`src/dls_pkg.sv`:
```
// Constants, carrier types and state codes of the dual head supply status block
//
// Notes on behaviour
// - Thermal and supply flags latch until a read finds their cause gone.
// - Output-off flag sets on fault or disable; clears when commanded on.
// - Power-bad, tone-seen, cable-open flags clear by themselves.
// - A multi-byte read alternates fault_status and line_status.
// - Each new read transaction starts with fault_status.
// - Both outputs on and no condition present gives all status bits zero.
// - fault_status bits 0-7: off1 off2 oc1 oc2 bad1 bad2 thermal supply.
// - line_status bits 0-3: cable1, cable2, tone1, tone2; bits 4-7 unused.
// - Off flags set at power-on and on fault, never raising the interrupt.
// - End of a write leaving an output enabled clears its output-off flag if no thermal, supply or timed oc flag is set.
// - Overcurrent beyond 48 ms turns output off, sets oc and off flags.
// - Ninth read clock rise updates status; timed oc flag clears there.
// - Timer off: oc flag follows the overcurrent, output stays limited.
// - Overheat turns outputs off; thermal flag clears at sample if gone.
// - Supply low: both off until rewritten; flag clears at sample if gone.
// - Power-bad sets below 85 percent of level, clears within 90 percent.
// - Power-bad reads one while the output is off, also after power-up.
// - In cable test, cable-open sets above 21 V and clears below 19.95 V.
package dls_pkg;

    localparam int          CLK_HZ        = 25_000_000;
    localparam int          OCP_TIME_MS   = 48;
    localparam int          OCP_CYCLES    = (CLK_HZ / 1000) * OCP_TIME_MS;
    // Arbitrary default bus address
    localparam logic [6:0]  DEV_ADDR_DEF  = 7'h08;

    localparam int          FS_OFF_POS    = 0;
    localparam int          FS_OC_POS     = 2;
    localparam int          FS_BAD_POS    = 4;
    localparam int          FS_THERM_POS  = 6;
    localparam int          FS_SUPPLY_POS = 7;
    localparam int          LS_CABLE_POS  = 0;
    localparam int          LS_TONE_POS   = 2;

    localparam int          CTRL_BANK_BIT  = 7;
    localparam int          CTRL_CH_BIT    = 6;
    localparam int          CTRL_EN_BIT    = 5;
    localparam int          CTRL_TIMER_BIT = 4;
    localparam int          CTRL_CABLE_BIT = 2;

    localparam logic [1:0]  OFF_RST       = 2'h3;
    localparam logic [1:0]  BAD_RST       = 2'h3;
    localparam logic        EN_RST        = 1'h0;
    localparam logic        TIMER_EN_RST  = 1'h1;
    localparam logic        CABLE_RST     = 1'h0;
    localparam logic [2:0]  BYTE_LAST_BIT = 3'h7;

    typedef struct packed {
        logic [1:0] oc;
        logic       thermal;
        logic       supply_low;
        logic [1:0] below85;
        logic [1:0] within90;
        logic [1:0] above21;
        logic [1:0] below1995;
        logic [1:0] tone;
    } dls_sense_type;

    typedef struct packed {
        logic en;
        logic timer_en;
        logic cable_test;
    } dls_ctrl_type;

    typedef enum logic [2:0] {
        ST_IDLE      = 3'b000,
        ST_ADDR      = 3'b001,
        ST_ADDR_ACK  = 3'b010,
        ST_WRITE     = 3'b011,
        ST_WRITE_ACK = 3'b100,
        ST_READ      = 3'b101,
        ST_READ_ACK  = 3'b110,
        ST_WAIT      = 3'b111
    } dls_state_type;

endpackage

```
`src/dls_sync.sv`:
```
// Two-flop synchroniser for a group of asynchronous levels
`timescale 1ns/100ps
`default_nettype none
module dls_sync #(
    parameter int               WIDTH = 1,
    parameter logic [WIDTH-1:0] INIT  = '0
) (
    input  wire logic             clk_in,
    input  wire logic             rst_n_in,
    input  wire logic [WIDTH-1:0] d_in,
    output logic      [WIDTH-1:0] q_out
);

    logic [WIDTH-1:0] meta_r;

    always_ff @(posedge clk_in or negedge rst_n_in) begin
        if (!rst_n_in) begin
            meta_r <= INIT;
            q_out  <= INIT;
        end else begin
            meta_r <= d_in;
            q_out  <= meta_r;
        end
    end

endmodule
`default_nettype wire

```
`src/dls_oc_timer.sv`:
```
// Overcurrent persistence timer for one output channel
`timescale 1ns/100ps
`default_nettype none
module dls_oc_timer
    import dls_pkg::*;
#(
    parameter int CYCLES = OCP_CYCLES
) (
    input  wire logic clk_in,
    input  wire logic rst_n_in,
    input  wire logic active_in,
    output logic      trip_out
);

    localparam int         W    = $clog2(CYCLES + 1);
    localparam logic [W-1:0] LAST = W'(CYCLES - 1);

    logic [W-1:0] count_r;

    // Any gap in the overcurrent restarts the count
    always_ff @(posedge clk_in or negedge rst_n_in) begin
        if (!rst_n_in) begin
            count_r  <= '0;
            trip_out <= 1'b0;
        end else if (!active_in) begin
            count_r  <= '0;
            trip_out <= 1'b0;
        end else if (count_r == LAST) begin
            count_r  <= '0;
            trip_out <= 1'b1;
        end else begin
            count_r  <= count_r + 1'b1;
            trip_out <= 1'b0;
        end
    end

endmodule
`default_nettype wire

```
`src/dls_status_regs.sv`:
```
// Two-wire status and control slave of the dual head supply regulator
`timescale 1ns/100ps
`default_nettype none
module dls_status_regs
    import dls_pkg::*;
#(
    parameter logic [6:0] DEV_ADDR     = DEV_ADDR_DEF,
    parameter int         OCP_CYCLES_P = OCP_CYCLES
) (
    input  wire logic          clk_sys_in,
    input  wire logic          resetn_in,
    input  wire logic          scl_in,
    input  wire logic          sda_in,
    output logic               sda_out,
    output logic               sda_oe_out,
    input  wire dls_sense_type sense_in,
    output logic [1:0]         output_on_out,
    output logic [1:0]         cable_test_out,
    output logic               irq_out
);

    logic [1:0]    rst_sync_r;
    logic          rst_n;
    logic [1:0]    pin_s;
    logic          scl_s;
    logic          sda_s;
    dls_sense_type sense_s;
    logic          scl_d_r;
    logic          sda_d_r;
    logic          scl_rise;
    logic          scl_fall;
    logic          start_det;
    logic          stop_det;

    dls_state_type state_r;
    dls_state_type state_nxt;
    logic [2:0]    bit_cnt_r;
    logic [2:0]    bit_cnt_nxt;
    logic [7:0]    shift_r;
    logic [7:0]    shift_nxt;
    logic [7:0]    tx_r;
    logic [7:0]    tx_nxt;
    logic          reg_sel_r;
    logic          reg_sel_nxt;
    logic          wrote_r;
    logic          wrote_nxt;
    logic          sda_oe_nxt;
    logic          wr_byte_stb;
    logic [7:0]    wr_byte;
    logic          read_sample;
    logic          write_end;

    dls_ctrl_type  ctrl_r [2];
    logic [1:0]    oc_trip;
    logic [1:0]    off_r;
    logic [1:0]    off_nxt;
    logic [1:0]    oc_flag_r;
    logic [1:0]    oc_flag_nxt;
    logic [1:0]    bad_r;
    logic [1:0]    bad_nxt;
    logic [1:0]    cable_r;
    logic [1:0]    cable_nxt;
    logic [1:0]    tone_r;
    logic          thermal_r;
    logic          thermal_nxt;
    logic          supply_r;
    logic          supply_nxt;
    logic [3:0]    fault_vec_r;
    logic [3:0]    fault_vec_nxt;
    logic          irq_nxt;
    logic [7:0]    fault_status;
    logic [7:0]    line_status;

    // Release of reset is aligned to the system clock
    always_ff @(posedge clk_sys_in or negedge resetn_in) begin
        if (!resetn_in) begin
            rst_sync_r <= 2'h0;
        end else begin
            rst_sync_r <= {rst_sync_r[0], 1'b1};
        end
    end
    assign rst_n = rst_sync_r[1];

    dls_sync #(
        .WIDTH (2),
        .INIT  (2'h3)
    ) u_pin_sync (
        .clk_in   (clk_sys_in),
        .rst_n_in (rst_n),
        .d_in     ({scl_in, sda_in}),
        .q_out    (pin_s)
    );
    assign scl_s = pin_s[1];
    assign sda_s = pin_s[0];

    dls_sync #(
        .WIDTH ($bits(dls_sense_type)),
        .INIT  ('0)
    ) u_sense_sync (
        .clk_in   (clk_sys_in),
        .rst_n_in (rst_n),
        .d_in     (sense_in),
        .q_out    (sense_s)
    );

    always_ff @(posedge clk_sys_in or negedge rst_n) begin
        if (!rst_n) begin
            scl_d_r <= 1'b1;
            sda_d_r <= 1'b1;
        end else begin
            scl_d_r <= scl_s;
            sda_d_r <= sda_s;
        end
    end

    assign scl_rise  = scl_s & ~scl_d_r;
    assign scl_fall  = ~scl_s & scl_d_r;
    assign start_det = scl_s & scl_d_r & sda_d_r & ~sda_s;
    assign stop_det  = scl_s & scl_d_r & ~sda_d_r & sda_s;
    assign wr_byte   = {shift_r[6:0], sda_s};

    // Bus protocol: bits taken on SCL rise, driven on SCL fall
    always_comb begin
        state_nxt   = state_r;
        bit_cnt_nxt = bit_cnt_r;
        shift_nxt   = shift_r;
        tx_nxt      = tx_r;
        reg_sel_nxt = reg_sel_r;
        wrote_nxt   = wrote_r;
        sda_oe_nxt  = sda_oe_out;
        wr_byte_stb = 1'b0;
        read_sample = 1'b0;
        write_end   = 1'b0;
        if (start_det || stop_det) begin
            write_end   = wrote_r;
            wrote_nxt   = 1'b0;
            bit_cnt_nxt = 3'h0;
            sda_oe_nxt  = 1'b0;
            reg_sel_nxt = 1'b0;
            state_nxt   = start_det ? ST_ADDR : ST_IDLE;
        end else if (scl_rise) begin
            case (state_r)
                ST_ADDR: begin
                    shift_nxt   = wr_byte;
                    bit_cnt_nxt = bit_cnt_r + 3'h1;
                    if (bit_cnt_r == BYTE_LAST_BIT) begin
                        if (shift_r[6:0] == DEV_ADDR) begin
                            state_nxt = ST_ADDR_ACK;
                        end else begin
                            state_nxt = ST_WAIT;
                        end
                    end
                end
                ST_ADDR_ACK: begin
                    if (shift_r[0]) begin
                        state_nxt   = ST_READ;
                        tx_nxt      = fault_status;
                        reg_sel_nxt = 1'b0;
                    end else begin
                        state_nxt = ST_WRITE;
                        wrote_nxt = 1'b1;
                    end
                end
                ST_WRITE: begin
                    shift_nxt   = wr_byte;
                    bit_cnt_nxt = bit_cnt_r + 3'h1;
                    if (bit_cnt_r == BYTE_LAST_BIT) begin
                        state_nxt   = ST_WRITE_ACK;
                        wr_byte_stb = 1'b1;
                    end
                end
                ST_WRITE_ACK: begin
                    state_nxt = ST_WRITE;
                end
                ST_READ: begin
                    tx_nxt      = {tx_r[6:0], 1'b0};
                    bit_cnt_nxt = bit_cnt_r + 3'h1;
                    if (bit_cnt_r == BYTE_LAST_BIT) begin
                        state_nxt = ST_READ_ACK;
                    end
                end
                ST_READ_ACK: begin
                    read_sample = 1'b1;
                    if (!sda_s) begin
                        state_nxt   = ST_READ;
                        reg_sel_nxt = ~reg_sel_r;
                        tx_nxt      = reg_sel_r ? fault_status : line_status;
                    end else begin
                        state_nxt = ST_WAIT;
                    end
                end
                default: begin
                end
            endcase
        end else if (scl_fall) begin
            case (state_r)
                ST_ADDR_ACK,
                ST_WRITE_ACK: sda_oe_nxt = 1'b1;
                ST_READ:      sda_oe_nxt = ~tx_r[7];
                default:      sda_oe_nxt = 1'b0;
            endcase
        end
    end

    always_ff @(posedge clk_sys_in or negedge rst_n) begin
        if (!rst_n) begin
            state_r    <= ST_IDLE;
            bit_cnt_r  <= 3'h0;
            shift_r    <= 8'h00;
            tx_r       <= 8'h00;
            reg_sel_r  <= 1'b0;
            wrote_r    <= 1'b0;
            sda_oe_out <= 1'b0;
            sda_out    <= 1'b0;
        end else begin
            state_r    <= state_nxt;
            bit_cnt_r  <= bit_cnt_nxt;
            shift_r    <= shift_nxt;
            tx_r       <= tx_nxt;
            reg_sel_r  <= reg_sel_nxt;
            wrote_r    <= wrote_nxt;
            sda_oe_out <= sda_oe_nxt;
            sda_out    <= 1'b0;
        end
    end

    // Control bytes: bit 7 picks the bank, bit 6 the channel
    always_ff @(posedge clk_sys_in or negedge rst_n) begin
        if (!rst_n) begin
            for (int i = 0; i < 2; i++) begin
                ctrl_r[i] <= '{EN_RST, TIMER_EN_RST, CABLE_RST};
            end
        end else if (wr_byte_stb) begin
            if (!wr_byte[CTRL_BANK_BIT]) begin
                ctrl_r[wr_byte[CTRL_CH_BIT]].en <= wr_byte[CTRL_EN_BIT];
                ctrl_r[wr_byte[CTRL_CH_BIT]].timer_en <=
                    wr_byte[CTRL_TIMER_BIT];
            end else begin
                ctrl_r[wr_byte[CTRL_CH_BIT]].cable_test <=
                    wr_byte[CTRL_CABLE_BIT];
            end
        end
    end

    for (genvar g = 0; g < 2; g++) begin : g_timer
        dls_oc_timer #(
            .CYCLES (OCP_CYCLES_P)
        ) u_timer (
            .clk_in    (clk_sys_in),
            .rst_n_in  (rst_n),
            .active_in (ctrl_r[g].timer_en & sense_s.oc[g] & ~off_r[g]),
            .trip_out  (oc_trip[g])
        );
    end

    // Flag next values; a set always beats a clear in the same cycle
    always_comb begin
        thermal_nxt = sense_s.thermal | (thermal_r & ~read_sample);
        supply_nxt  = sense_s.supply_low
                    | (supply_r & ~read_sample);
        for (int i = 0; i < 2; i++) begin
            if (ctrl_r[i].timer_en) begin
                oc_flag_nxt[i] = oc_trip[i]
                               | (oc_flag_r[i] & ~read_sample);
            end else begin
                oc_flag_nxt[i] = sense_s.oc[i];
            end
            off_nxt[i] = oc_trip[i] | sense_s.thermal | sense_s.supply_low
                       | ~ctrl_r[i].en
                       | (off_r[i] & ~(write_end & ctrl_r[i].en & ~thermal_r
                                       & ~supply_r
                                       & ~(ctrl_r[i].timer_en
                                           & oc_flag_r[i])));
            bad_nxt[i] = off_r[i] | sense_s.below85[i]
                       | (bad_r[i] & ~sense_s.within90[i]);
            cable_nxt[i] = ctrl_r[i].cable_test
                         & (sense_s.above21[i]
                            | (cable_r[i] & ~sense_s.below1995[i]));
        end
        // Output-off flags stay out of this vector on purpose
        fault_vec_nxt = {supply_nxt, thermal_nxt, oc_flag_nxt};
        irq_nxt = (|(fault_vec_nxt & ~fault_vec_r))
                | (irq_out & ~(read_sample & ~(|fault_vec_nxt)));
    end

    always_ff @(posedge clk_sys_in or negedge rst_n) begin
        if (!rst_n) begin
            off_r         <= OFF_RST;
            output_on_out <= 2'h0;
            oc_flag_r     <= 2'h0;
            thermal_r     <= 1'b0;
            supply_r      <= 1'b0;
        end else begin
            off_r         <= off_nxt;
            output_on_out <= ~off_nxt;
            oc_flag_r     <= oc_flag_nxt;
            thermal_r     <= thermal_nxt;
            supply_r      <= supply_nxt;
        end
    end

    // Live flags need no read to clear
    always_ff @(posedge clk_sys_in or negedge rst_n) begin
        if (!rst_n) begin
            bad_r   <= BAD_RST;
            cable_r <= 2'h0;
            tone_r  <= 2'h0;
        end else begin
            bad_r   <= bad_nxt;
            cable_r <= cable_nxt;
            tone_r  <= sense_s.tone;
        end
    end

    always_ff @(posedge clk_sys_in or negedge rst_n) begin
        if (!rst_n) begin
            fault_vec_r    <= 4'h0;
            irq_out        <= 1'b0;
            cable_test_out <= 2'h0;
        end else begin
            fault_vec_r    <= fault_vec_nxt;
            irq_out        <= irq_nxt;
            cable_test_out <= {ctrl_r[1].cable_test, ctrl_r[0].cable_test};
        end
    end

    // All-clear operation reads as zero in both bytes
    always_comb begin
        fault_status                           = 8'h00;
        fault_status[FS_OFF_POS +: 2]          = off_r;
        fault_status[FS_OC_POS +: 2]           = oc_flag_r;
        fault_status[FS_BAD_POS +: 2]          = bad_r;
        fault_status[FS_THERM_POS]             = thermal_r;
        fault_status[FS_SUPPLY_POS]            = supply_r;
        line_status                            = 8'h00;
        line_status[LS_CABLE_POS +: 2]         = cable_r;
        line_status[LS_TONE_POS +: 2]          = tone_r;
    end
endmodule
`default_nettype wire

```
`config.mk`:
```
export PLATFORM = sky130hd
export DESIGN_NAME = dls_status_regs
export DESIGN_NICKNAME = d
export VERILOG_FILES = /design/src/dls_pkg.sv /design/src/dls_sync.sv /design/src/dls_oc_timer.sv /design/src/dls_status_regs.sv
export SDC_FILE = /design/constraint.sdc
export NUM_CORES = 1
export LEC_CHECK = 0
export ABC_AREA = 1
export BUFFER_PORTS_ARGS = -buffer_cell sky130_fd_sc_hd__buf_2
export CAP_MARGIN = 20
export CELL_PAD_IN_SITES_DETAIL_PLACEMENT = 1
export CELL_PAD_IN_SITES_GLOBAL_PLACEMENT = 1
export CORE_ASPECT_RATIO = 1.4
export CORE_MARGIN = 2
export CORE_UTILIZATION = 43
export CTS_BUF_LIST = sky130_fd_sc_hd__clkbuf_16
export DETAILED_ROUTE_END_ITERATION = 8
export PLACE_DENSITY = 0.74
export SETUP_SLACK_MARGIN = 0.4
export SLEW_MARGIN = 5
export SYNTH_ARGS = -nofsm -noshare
export SYNTH_HDL_FRONTEND = slang
export SYNTH_SLANG_ARGS = --single-unit
```
`constraint.sdc`:
```
create_clock -name clk_sys_in -period 3.8 [get_ports clk_sys_in]
set_input_delay 0.19 -clock clk_sys_in [delete_from_list [all_inputs] [get_ports clk_sys_in]]
set_output_delay 0.19 -clock clk_sys_in [all_outputs]
set_load 0.02 [all_outputs]
```
**Yosys cells after proc, flatten, opt, wreduce, memory -nomap -nowiden**

Index checks and enable logic that the tools add are counted.

- Register bits after elaboration: 131
- Input port bits: 18
- Output and inout bits: 7

- Add/subtract/negate cells: 3
- Order comparisons: 2
- Equal/unequal tests: 19
- Multiplexer cells: 58
- Bitwise logic cells: 82
- Reductions and logical operators: 21

Operators with widths:

| kind | count |
|---|---|
| 2-to-1 mux 21 bit | 4 |
| adder 21 x 1 -> 21 bit (second input constant) | 2 |
| equality test 21 bit (second input constant) | 2 |
| bitwise AND 1 bit | 35 |
| 2-to-1 mux 3 bit | 11 |
| 2-to-1 mux 1 bit | 27 |
| 2-to-1 mux 8 bit | 3 |
| inverter 1 bit | 24 |
| case mux 8 bit (3 select lines) | 1 |
| OR 1 bit | 19 |
| bitwise mux 6 bit | 3 |
| case mux 3 bit (6 select lines) | 1 |
| != test 3 bit (second input constant) | 5 |
| equality test 3 bit (second input constant) | 4 |
| AND reduction 5 bit | 2 |
| demux 3 bit (select 1 bit) | 3 |
| nonzero test 2 bit | 4 |
| OR reduction 4 bit | 2 |
| equality test 7 x 4 -> 1 bit (second input constant) | 1 |
| nonzero test 7 bit | 1 |
| equality test 3 x 2 -> 1 bit (second input constant) | 2 |
| 2-to-1 mux 6 bit | 1 |
| AND reduction 3 bit | 2 |
| nonzero test 3 bit | 2 |
| other kinds (18) | 24 |

**Depth between registers and ports, before layout**

Gate-level depths: netlist of the first run.

- Depth after elaboration: 15
- Mapped depth: 10

**Hierarchy**

Synthesis of the first run repeated with hierarchy kept, for this count alone.

- Cells, all modules: 650
- Area total of the unflattened synthesis: 5865.6 µm²

Modules (own cells, without submodules):

| module | instances | cells an instance | area each (µm²) | seq. area each (µm²) |
|---|---|---|---|---|
| dls_status_regs | 1 | 298 | 2516.2 | 1286.2 |
| dls_oc_timer (g_timer[1].u_timer) | 1 | 155 | 1292.5 | 550.5 |
| dls_oc_timer (g_timer[0].u_timer) | 1 | 165 | 1251.2 | 550.5 |
| dls_sync (u_sense_sync) | 1 | 28 | 700.7 | 700.7 |
| dls_sync (u_pin_sync) | 1 | 4 | 105.1 | 105.1 |

**Least setup slack after synthesis of the first run**

Ideal clock, no wire load.

- Path type: register to register
- Start point: register g_timer[0].u_timer.count_r[0]
- End point: register g_timer[0].u_timer.count_r[0]
- Library setup time: 121 ps
- Arrival: 1298 ps
- Required time: 3679 ps
- Setup slack: 2381 ps
- Cell stages (with the launch flop): 9
- Path buffers: 0
- Cells stage by stage: dfrtp_1 ha_1 nand2_1 nor2_4 inv_1 nor3_2 nand3_2 nand2_2 nor2_1

- Word-level cells in the longest chain between the ends: 3

RTL lines:

| what | line | RTL |
|---|---|---|
| start, declared | dls_oc_timer.sv:18 | `logic [W-1:0] count_r;` |
| start signal, assigned | dls_oc_timer.sv:32 | `count_r <= count_r + 1'b1;` |
| adder 21 x 1 -> 21 bit or equality test 21 bit (tied branches) | dls_oc_timer.sv:32, dls_oc_timer.sv:28 |  |
| 2-to-1 mux 21 bit * | dls_oc_timer.sv:28 | `end else if (count_r == LAST) begin` |
| 2-to-1 mux 21 bit * | dls_oc_timer.sv:25 | `end else if (!active_in) begin` |

Mark *: on every way between the ends. The rest lies on a longest branch, timed or not.
A chain may end at the register's enable or synchronous reset.

**Worst setup path after layout of the first run**

- Start point: register u_pin_sync.q_out[0]
- End point: register output_on_out[1]

- Word-level cells in the longest chain between the ends: 12

RTL lines:

| what | line | RTL |
|---|---|---|
| start, declared | dls_sync.sv:11 | `output logic [WIDTH-1:0] q_out` |
| start signal, assigned | dls_sync.sv:22 | `q_out <= meta_r;` |
| inverter 1 bit | dls_status_regs.sv:118 | `assign start_det = scl_s & scl_d_r & sda_d_r & ~sda_s;` |
| bitwise AND 1 bit | dls_status_regs.sv:118 |  |
| logical OR 1 bit * | dls_status_regs.sv:134 | `if (start_det \|\| stop_det) begin` |
| 2-to-1 mux 1 bit * | dls_status_regs.sv:134 |  |
| bitwise AND 1 bit * (2 in a row) | dls_status_regs.sv:270 | `\| (off_r[i] & ~(write_end & ctrl_r[i].en & ~thermal_r` |
| bitwise AND 1 bit * | dls_status_regs.sv:271 | `& ~supply_r` |
| bitwise AND 1 bit * | dls_status_regs.sv:272 | `& ~(ctrl_r[i].timer_en` |
| inverter 1 bit * | dls_status_regs.sv:270 |  |
| bitwise AND 1 bit * | dls_status_regs.sv:270 |  |
| OR 1 bit * | dls_status_regs.sv:270 |  |
| named net off_nxt[1] | dls_status_regs.sv:56 | `logic [1:0] off_nxt;` |
| inverter 2 bit * | dls_status_regs.sv:295 | `output_on_out <= ~off_nxt;` |
| end signal, assigned | dls_status_regs.sv:295 |  |
| end, declared | dls_status_regs.sv:17 | `output logic [1:0] output_on_out,` |

The timed path passes the listed nets; every way through them passes the cells marked *.

==> results.toml, run 1 <==
[yosys]
yosys.area.top_type_share = 0.4977
avgSynthCellArea_sq_um = 8.814
ys_seq_elements = 127
yosys_warnings = 0
yosys-top-cells-area = "dfrtp_1 50%, nand2_1 8.6%, nor2_1 7.0%, dfstp_2 5.5%, inv_1 4.5%"
syn_inst = 656
ys_seq_area_frac = 0.5523
syn-cell-area_sq_mm = 0.005782
syn_nets = 678
ys_types = 37
yosys.area.top_type = "dfrtp_1"

[cts]
h-tree-depth = 4
clk-insertion-delay-late_ps = 410
numCtsBuffers = 17
tritoncts = "built"
cts-root-buf = "clkbuf_16"
cts_buffer_depth = 2
post-cts-setup-buffers = 0
ctsResizeCount = 0
clk_pin_slew_ps = 60
hold_buffers = 17
cts_num_sinks = 127

[layout]
fill_cells = 1594
layout-drive-gt1-share = 0.1579
final_nets = 731
num_antenna_cells = 0
final_cell_mix = "133 x nand2_1, 114 x dfrtp_1, 108 x nor2_1"
syn_to_final_growth_pct = 19.07
layout_commonest_cell = "nand2_1"

[critical_path]
path_class = "reg -> reg"
r2r_end = "output_on_out[1]"
crit_fanout = 11
endpoint_kind = "flip-flop"
worst_ep_required_time_ps = 4110
arrival_ps = 2210
regToRegSetupSlack_ps = 1890
r2r_cells = 9
reg2reg_from = "u_pin_sync.q_out[0]"
critPathLaunchType = "flip-flop"

[min_path]
min_path_type = "in -> async"

[sta]
fin_crit_ps = 1905
holdWs_ps = 98.27
min_period_over_period = 0.5014
tns_ps = 0
rsz0062_at_grt = "false"
worst_slack_ps = 1895
slew_viol_final = 0
hold_viol_final = 0
skew_ps = 8.249
tightestPinTransition_ps = 819.2
setup_viol = 0
slew_headroom = 0.4538
fmax_mhz = 524.8

[place]
port_buffers = 23
dp_slack_ps = 1910
gp_congestion = 0.8848
dp_hpwl_mm = 10.29

[global_routing]
grt-ovfl-total = 0
antenna_found_initial = 0
grt_pass1_wl_mm = 25.26
grt_usage = 0.2272
grt_max_degree = 64
grt_pass1_vias = 5231

[drt]
first_pass_iters = 4
via_per_inst = 5.034
wl_per_cell_microns = 16.45
drt_wl_total_mm = 14.87
drtAntennaViolNets = 0
initialDrtViolationCount = 118
drc = 0
vias = 4551

[floorplanning]
die_w_microns = 102
die_h_microns = 141.2
core-area_sq_mm = 0.01326
rows = 50
die-area_sq_mm = 0.01440
io_pins = 25
start_util = 0.4359

[pwr]
finalPower_mw = 3.977
power_leakage_nw = 2.864
vdd_drop_max_uv = 305.0
power_per_cell_area_mw_per_mm2 = 577.8

[run]
maxCapViolations = 0

[run_status]
status = "finished, final reports clean"
[worst max path at each step]
stage	slack (ps)	to	startpoint
2_1_floorplan	1700	bit_cnt_r[0]	rst_sync_r[1]
3_3_place_gp	1990	output_on_out[1]	u_pin_sync.q_out[0]
3_5_place_dp	1910	output_on_out[1]	u_pin_sync.q_out[0]
4_1_cts	1940	output_on_out[1]	u_pin_sync.q_out[0]
5_1_grt	1740	output_on_out[1]	u_pin_sync.q_out[0]
6_report	1890	output_on_out[1]	u_pin_sync.q_out[0]
[state kept, by name (all words and copies together) (netlist names), 3 cells and up]
signal                   count
g_timer.u_timer.count_r     42
u_sense_sync.meta_r         14
u_sense_sync.q_out          14
tx_r                         8
shift_r                      7
ctrl_r                       6
fault_vec_r                  4
bit_cnt_r                    3
state_r                      3
[Yosys cell counts]
library cell  count
o21ai_2           7
nand2_1         133
xnor2_1           6
nor2_1          108
nor3_1           11
dfstp_2          12
nor3_2            4
ha_1              4
o21ai_1           1
nand3_4           2
buf_4             2
nor2_2            9
o211ai_1          3
inv_1            70
nand4_1          13
nand3b_1          1
a21o_1            1
inv_2             6
a21oi_1          21
nand2_4           1
conb_1            2
xor2_1           15
dfrtp_1         115
buf_6             4
nor2_4            6
nor3b_1           2
buf_2             2
a31oi_1           2
inv_4             4
nand3_1          49
nand3_2           1
nor3_4            1
o21bai_1          1
nand2_2           6
o22ai_1           5
nor4_1            1
o21ai_0          25
[metrics by stage]
| step | instances | cell area (sq um) | utilization |
|---|---|---|---|
| 6_report | 904 | 6884 | 0.5191 |
| 5_1_grt | 904 | 6884 | 0.5191 |
| 4_1_cts | 904 | 6884 | 0.5191 |
| 3_5_place_dp | 855 | 6073 | 0.4579 |
| 3_3_place_gp | 855 | 6073 | 0.4579 |
| 2_1_floorplan | 656 | 5783 | - |
[power breakdown]
part	leakage [nW]	total [mW]	switching (mW)	internal, mW
combinational	0.961	0.563	0.364	0.199
sequential	1.60	1.64	0.146	1.49
clock	0.302	1.77	0.614	1.16
total	2.86	3.98	1.12	2.85
[layout make-up]
class / instances / area [sq um] / area share
well taps: 182 / 227.7 / 0.03308
repair buffers: 42 / 300.3 / 0.04362
clock inverters: 15 / 215.2 / 0.03126
flip-flops and latches: 127 / 3197 / 0.4644
multi-input cells: 441 / 2208 / 0.3208
inverters: 80 / 310.3 / 0.04507
clock buffers: 17 / 425.4 / 0.06180
[layer usage]
metal	GRT usage	routed length [microns]	up-vias	share of wire
met3	0.04760	282	26	0.019
li1	-	-	2195	-
met1	0.2362	5560	2278	0.37
met5	0	0	-	0
met4	0.07860	348	0	0.023
met2	0.4377	8681	52	0.58
[kinds of logic after synthesis]
group	share of synthesized area
buffers and inverters	0.06578
XOR/XNOR	0.03181
adder cells (fa/ha/maj)	0.008656
AO/OA/AOI/OAI	0.06535
AND/OR/NAND/NOR	0.2748
other	0.001299
flip-flops	0.5523
[critical path: stages, from the launching register on]
cell	delay (ps)
dfstp_2	570
inv_2	70
nand2_1	60
nor2_1	50
nor2_1	630
nor2_1	150
nand3_1	110
nand2_1	50
nand2_1	70
inv_1	40
Power figures use the tool's default switching activity.
==> run 2, diff against run 1 <==
==> constraint.sdc (replaced) <==
create_clock -name clk_sys_in -period 1.6 [get_ports clk_sys_in]
set_input_delay 0.08 -clock clk_sys_in [delete_from_list [all_inputs] [get_ports clk_sys_in]]
set_output_delay 0.08 -clock clk_sys_in [all_outputs]
set_load 0.02 [all_outputs]
==> results.toml, run 2 (synthesized netlist as in run 1, its figures left out) <==
[cts]
h-tree-depth = 4
clk_pin_slew_ps = 60
cts_num_sinks = 127
tritoncts = "built"
clk-insertion-delay-late_ps = 440
numCtsBuffers = 17
cts_buffer_depth = 2
cts-root-buf = "clkbuf_16"

[layout]
reg_top3 = "g_timer.u_timer.count_r x42, u_sense_sync.meta_r x14, u_sense_sync.q_out x14"
regMostFlops = "g_timer.u_timer.count_r"
layout_commonest_cell = "dfrtp_1"
final_cell_mix = "99 x dfrtp_1, 85 x nand2_1, 59 x inv_1, 59 x buf_4, 57 x nor2_1"
layout-drive-gt1-share = 0.4914
syn_to_final_growth_pct = 50.94
num_antenna_cells = 0
largest_reg_flops = 42
final_core_util = 0.6580
fill_cells = 1421
final_nets = 819

[sta]
slew_viol_final = 0
fin_crit_ps = 1676
fmax_mhz = 596.6
tns_ps = -326.0
rsz0062_at_grt = "true"
setup_viol = 6
min_period_over_period = 1.048
worst_slack_ps = -76.21
hold_viol_final = 0
skew_ps = 9.524

[critical_path]
crit_cells = 10
endpoint_kind = "flip-flop"
critical_path.max_stage_delay_ps = 430
r2r_cells = 10
path_class = "reg -> reg"
path_cells = "ha_4, nand2_4, nor2_4, nand2_2, nor2_4, nand2_4, nand2_8, inv_4, nand2_1, nor2_1"
crit_family = "simple AND/OR/NAND/NOR gates"
worst-path-buf-inv = 1
critPathLaunchType = "flip-flop"
critPathSlowestCell = "dfrtp_1"
crit_fanout = 5
arrival_ps = 2000
worst_ep_required_time_ps = 1930

[pwr]
vdd_drop_max_uv = 842.8
power_leakage_nw = 3.620
finalPower_mw = 10.55
power_per_cell_area_mw_per_mm2 = 1209

[drt]
drc = 0
via_per_inst = 5.538
first_pass_iters = 7
drtAntennaViolNets = 0
initialDrtViolationCount = 283
vias = 5494
wl_per_cell_microns = 23.90
drt_wl_total_mm = 23.71

[floorplanning]
die_w_microns = 102
rows = 50
die_h_microns = 141.2
core-area_sq_mm = 0.01326
die-area_sq_mm = 0.01440
start_util = 0.4359
io_pins = 25

[global_routing]
grt_usage = 0.2816
grt_max_degree = 40
grt_pass1_vias = 5753
grt_pass1_wl_mm = 30.73
antenna_found_initial = 0
grt-ovfl-total = 0

[min_path]
min_path_type = "reg -> async"

[run_status]
violations = "setup timing"
status = "finished, violations left"

[place]
dp_hpwl_mm = 10.66
gp_congestion = 0.8283
port_buffers = 23

[run]
maxCapViolations = 0
==> run 2: stage by stage <==
step | instance area, sq um | std cells | hold WS [ps] | worst slack (ps)
global placement | 6405 | 874 | -134.7 | 96.76
CTS | 7938 | 965 | 271.7 | 118.6
global route | 8727 | 992 | 289.3 | -134.1
detailed placement | 6405 | 874 | -132.2 | 57.16
floorplan | 5946 | 656 | -215.6 | 204.0
finish | 8727 | 992 | 276.0 | -76.21
==> run 2: what timing repair did <==
item,CTS,global route
setup endpoints to repair,83,83
gates resized for setup,135,154
gates cloned,2,0
setup buffers,39,27
pin swaps,42,68
hold buffers,18,0
endpoints found under the hold margin,18,0
==> run 2: path summary, 6_finish.rpt <==
check | slack (ps) | endpoint | start
setup / recovery | -80 | g_timer[1].u_timer.count_r[20] | g_timer[1].u_timer.count_r[0]
hold / removal | 280 | g_timer[0].u_timer.count_r[15] | rst_sync_r[1]
setup reg to reg | -80 | g_timer[1].u_timer.count_r[20] | g_timer[1].u_timer.count_r[0]
hold reg to reg | 280 | g_timer[0].u_timer.count_r[15] | rst_sync_r[1]
max in group asynchronous | 700 | bad_r[0] | rst_sync_r[1]
min in group clk_sys_in | 280 | u_sense_sync.meta_r[1] | sense_in[1]
==> run 2: area by class of cell <==
type | instances | area, sq um | share of cell area
multi-input cells | 443 | 3257 | 0.3732
flip-flops and latches | 127 | 3216 | 0.3685
repair buffers | 128 | 1087 | 0.1246
clock buffers | 17 | 425.4 | 0.04875
inverters | 80 | 342.8 | 0.03928
well taps | 182 | 227.7 | 0.02609
clock inverters | 15 | 171.4 | 0.01964
==> run 2: layer usage <==
| metal | vias to the layer above | wire (microns) | share of wire | global-route usage |
|---|---|---|---|---|
| li1 | 2390 | - | - | - |
| met1 | 2831 | 8733 | 0.37 | 0.3110 |
| met2 | 186 | 12980 | 0.55 | 0.5263 |
| met3 | 87 | 837 | 0.035 | 0.04214 |
| met4 | 0 | 1158 | 0.049 | 0.1151 |
| met5 | - | 0 | 0 | 0 |
==> run 2: where the power goes <==
part / internal [mW] / leakage [nW] / switching (mW)
Clock: 2.44 / 0.280 / 1.67
Sequential: 3.55 / 1.58 / 0.419
Combinational: 0.917 / 1.76 / 1.55
Total: 6.91 / 3.62 / 3.64
==> run 3, diff against run 2 <==
--- a/config.mk
+++ b/config.mk
@@ -5,17 +5,17 @@
 export SDC_FILE = /design/constraint.sdc
 export NUM_CORES = 1
 export LEC_CHECK = 0
-export ABC_AREA = 1
 export BUFFER_PORTS_ARGS = -buffer_cell sky130_fd_sc_hd__buf_2
 export CAP_MARGIN = 20
 export CELL_PAD_IN_SITES_DETAIL_PLACEMENT = 1
 export CELL_PAD_IN_SITES_GLOBAL_PLACEMENT = 1
 export CORE_ASPECT_RATIO = 1.4
 export CORE_MARGIN = 2
-export CORE_UTILIZATION = 43
+export CORE_UTILIZATION = 44
 export CTS_BUF_LIST = sky130_fd_sc_hd__clkbuf_16
 export DETAILED_ROUTE_END_ITERATION = 8
-export PLACE_DENSITY = 0.74
+export MAX_ROUTING_LAYER = met4
+export PLACE_DENSITY = 0.72
 export SETUP_SLACK_MARGIN = 0.4
 export SLEW_MARGIN = 5
 export SYNTH_ARGS = -nofsm -noshare
==> results.toml, run 3 <==
[critical_path]
endpoint_kind = "flip-flop"
crit_fanout = 5
arrival_ps = 2120
worst_ep_required_time_ps = 1900
path_class = "reg -> reg"
critPathLaunchType = "flip-flop"

[drt]
wl_per_cell_microns = 26.01
drc = 0
drtAntennaViolNets = 0
first_pass_iters = 6
drt_wl_total_mm = 20.28
vias = 4606
initialDrtViolationCount = 259
via_per_inst = 5.905

[cts]
cts-root-buf = "clkbuf_16"
numCtsBuffers = 17
clk-insertion-delay-late_ps = 430
tritoncts = "built"
clk_pin_slew_ps = 70
h-tree-depth = 4
cts_num_sinks = 127
cts_buffer_depth = 2

[floorplanning]
die_w_microns = 97.19
start_util = 0.4525
core-area_sq_mm = 0.01182
rows = 47
die_h_microns = 134.5
die-area_sq_mm = 0.01307
io_pins = 25

[pwr]
power_per_cell_area_mw_per_mm2 = 1157
power_leakage_nw = 3.433
vdd_drop_max_uv = 1016
finalPower_mw = 9.244

[sta]
hold_viol_final = 0
fin_crit_ps = 1828
rsz0062_at_grt = "true"
worst_slack_ps = -227.8
min_period_over_period = 1.142
tns_ps = -6453
setup_viol = 67
fmax_mhz = 547.1
skew_ps = 17.07
slew_viol_final = 0
holdWs_ps = 225.0

[yosys]
ys_seq_elements = 127
syn-cell-area_sq_mm = 0.005349
yosys-top-cells-area = "dfrtp_1 54%, dfstp_2 5.9%, mux2_2 3.8%, nor2_1 2.9%, a21oi_1 2.6%"
syn_nets = 490
synthArstFlopShare = 1.000
synthFlopType = "dfrtp_1"
yosys.area.top_type = "dfrtp_1"
yosys_warnings = 0
ys_types = 58
yosys.area.top_type_share = 0.5380
ys_seq_area_frac = 0.5970
avgSynthCellArea_sq_um = 11.43
yosysMostFrequentCell = "dfrtp_1"
yosys-top-cells-count = "115 x dfrtp_1, 42 x nor2_1, 29 x nand2_1"
syn_inst = 468
synth-edff-count = 0

[global_routing]
grt_max_degree = 61
antenna_found_initial = 0
grt-ovfl-total = 0
grt_pass1_wl_mm = 29.28
grt_pass1_vias = 5213
grt_usage = 0.3032

[layout]
final_nets = 642
regMostFlops = "g_timer.u_timer.count_r"
final_core_util = 0.6762
reg_top3 = "g_timer.u_timer.count_r x42, u_sense_sync.meta_r x14, u_sense_sync.q_out x14"
syn_to_final_growth_pct = 49.43
fin_area_sq_mm = 0.007993
largest_reg_flops = 42
layout-drive-gt1-share = 0.4692
layout_commonest_cell = "dfrtp_1"
num_antenna_cells = 0
fin_cells = 780
final_cell_mix = "105 x dfrtp_1, 74 x buf_4, 29 x nor2_1, 29 x buf_6, 23 x buf_2"

[place]
dp_hpwl_mm = 9.513
place_area_sq_mm = 0.006264
gp_congestion = 0.8591
port_buffers = 23
place_inst = 687
dp_slack_ps = -90.54

[min_path]
min_path_type = "reg -> async"

[run_status]
violations = "setup timing"
status = "finished, violations left"

[run]
maxCapViolations = 0
[run 3: changes by cell type after synthesis, sizes merged, moves of 16 or more]
cell   delta
o21ai    -16
nand3    -37
inv      -70
mux2     +18
nor2     -81
nand2   -111
[run 3: critical path: stages (launching register included)]
cell     delay, ps
dfrtp_1        450
nand4_1        170
or4_4          590
o21ai_1        380
a21oi_4        110
[run 3: metal layers]
metal	wire, microns	share of wire	vias up	track usage
met5	0	0	-	-
met4	1070	0.053	0	0.1518
met3	709	0.035	78	0.05538
met2	11080	0.55	163	0.5463
met1	7420	0.37	2384	0.3177
li1	-	-	1981	-
[run 3: worst paths after layout]
check | start | end | slack, ps | cells past startpoint
min in group clk_sys_in | sense_in[8] | u_sense_sync.meta_r[8] | 300 | 2
setup / recovery | g_timer[0].u_timer.count_r[8] | g_timer[0].u_timer.count_r[20] | -230 | 4
hold / removal | rst_sync_r[1] | cable_test_out[1] | 230 | 0
max in group asynchronous | rst_sync_r[1] | bad_r[1] | 690 | 1
hold reg to reg | rst_sync_r[1] | cable_test_out[1] | 230 | 0
setup reg to reg | g_timer[0].u_timer.count_r[8] | g_timer[0].u_timer.count_r[20] | -230 | 4
[run 3: area by class of cell]
type | count | area, sq um
fill | 1157 | 3827
sequential | 127 | 3208
multi-input combinational | 315 | 2689
timing repair buffer | 149 | 1262
clock buffer | 17 | 425.4
clock inverter | 15 | 186.4
tap | 147 | 183.9
inverter | 10 | 37.54
[run 3: logic make-up (layout without fill, tap and decap cells)]
family / count (synthesis) / after routing / synth area share
buffers and inverters: 26 / 191 / 0.01965
xor gates and xnor gates: 24 / 24 / 0.03930
and+or+nand+nor: 178 / 178 / 0.1841
muxes: 25 / 25 / 0.05099
other: 2 / 2 / 0.001404
adders and majority gates: 4 / 4 / 0.009357
AOI/OAI and AO/OA: 82 / 82 / 0.09825
DFF: 127 / 127 / 0.5970
[run 3: what timing repair did]
item	4_1_cts	5_1_grt
hold buffers	18	0
setup buffers	24	18
endpoints found under the setup margin	82	83
gates resized for setup	98	55
endpoints found under the hold margin	18	0
gates cloned	1	0
pin swaps	44	25
[run 3: power breakdown]
part	switching [mW]	total [mW]	internal [mW]
clock network	1.67	4.15	2.48
registers	0.291	3.74	3.44
logic	0.635	1.36	0.728
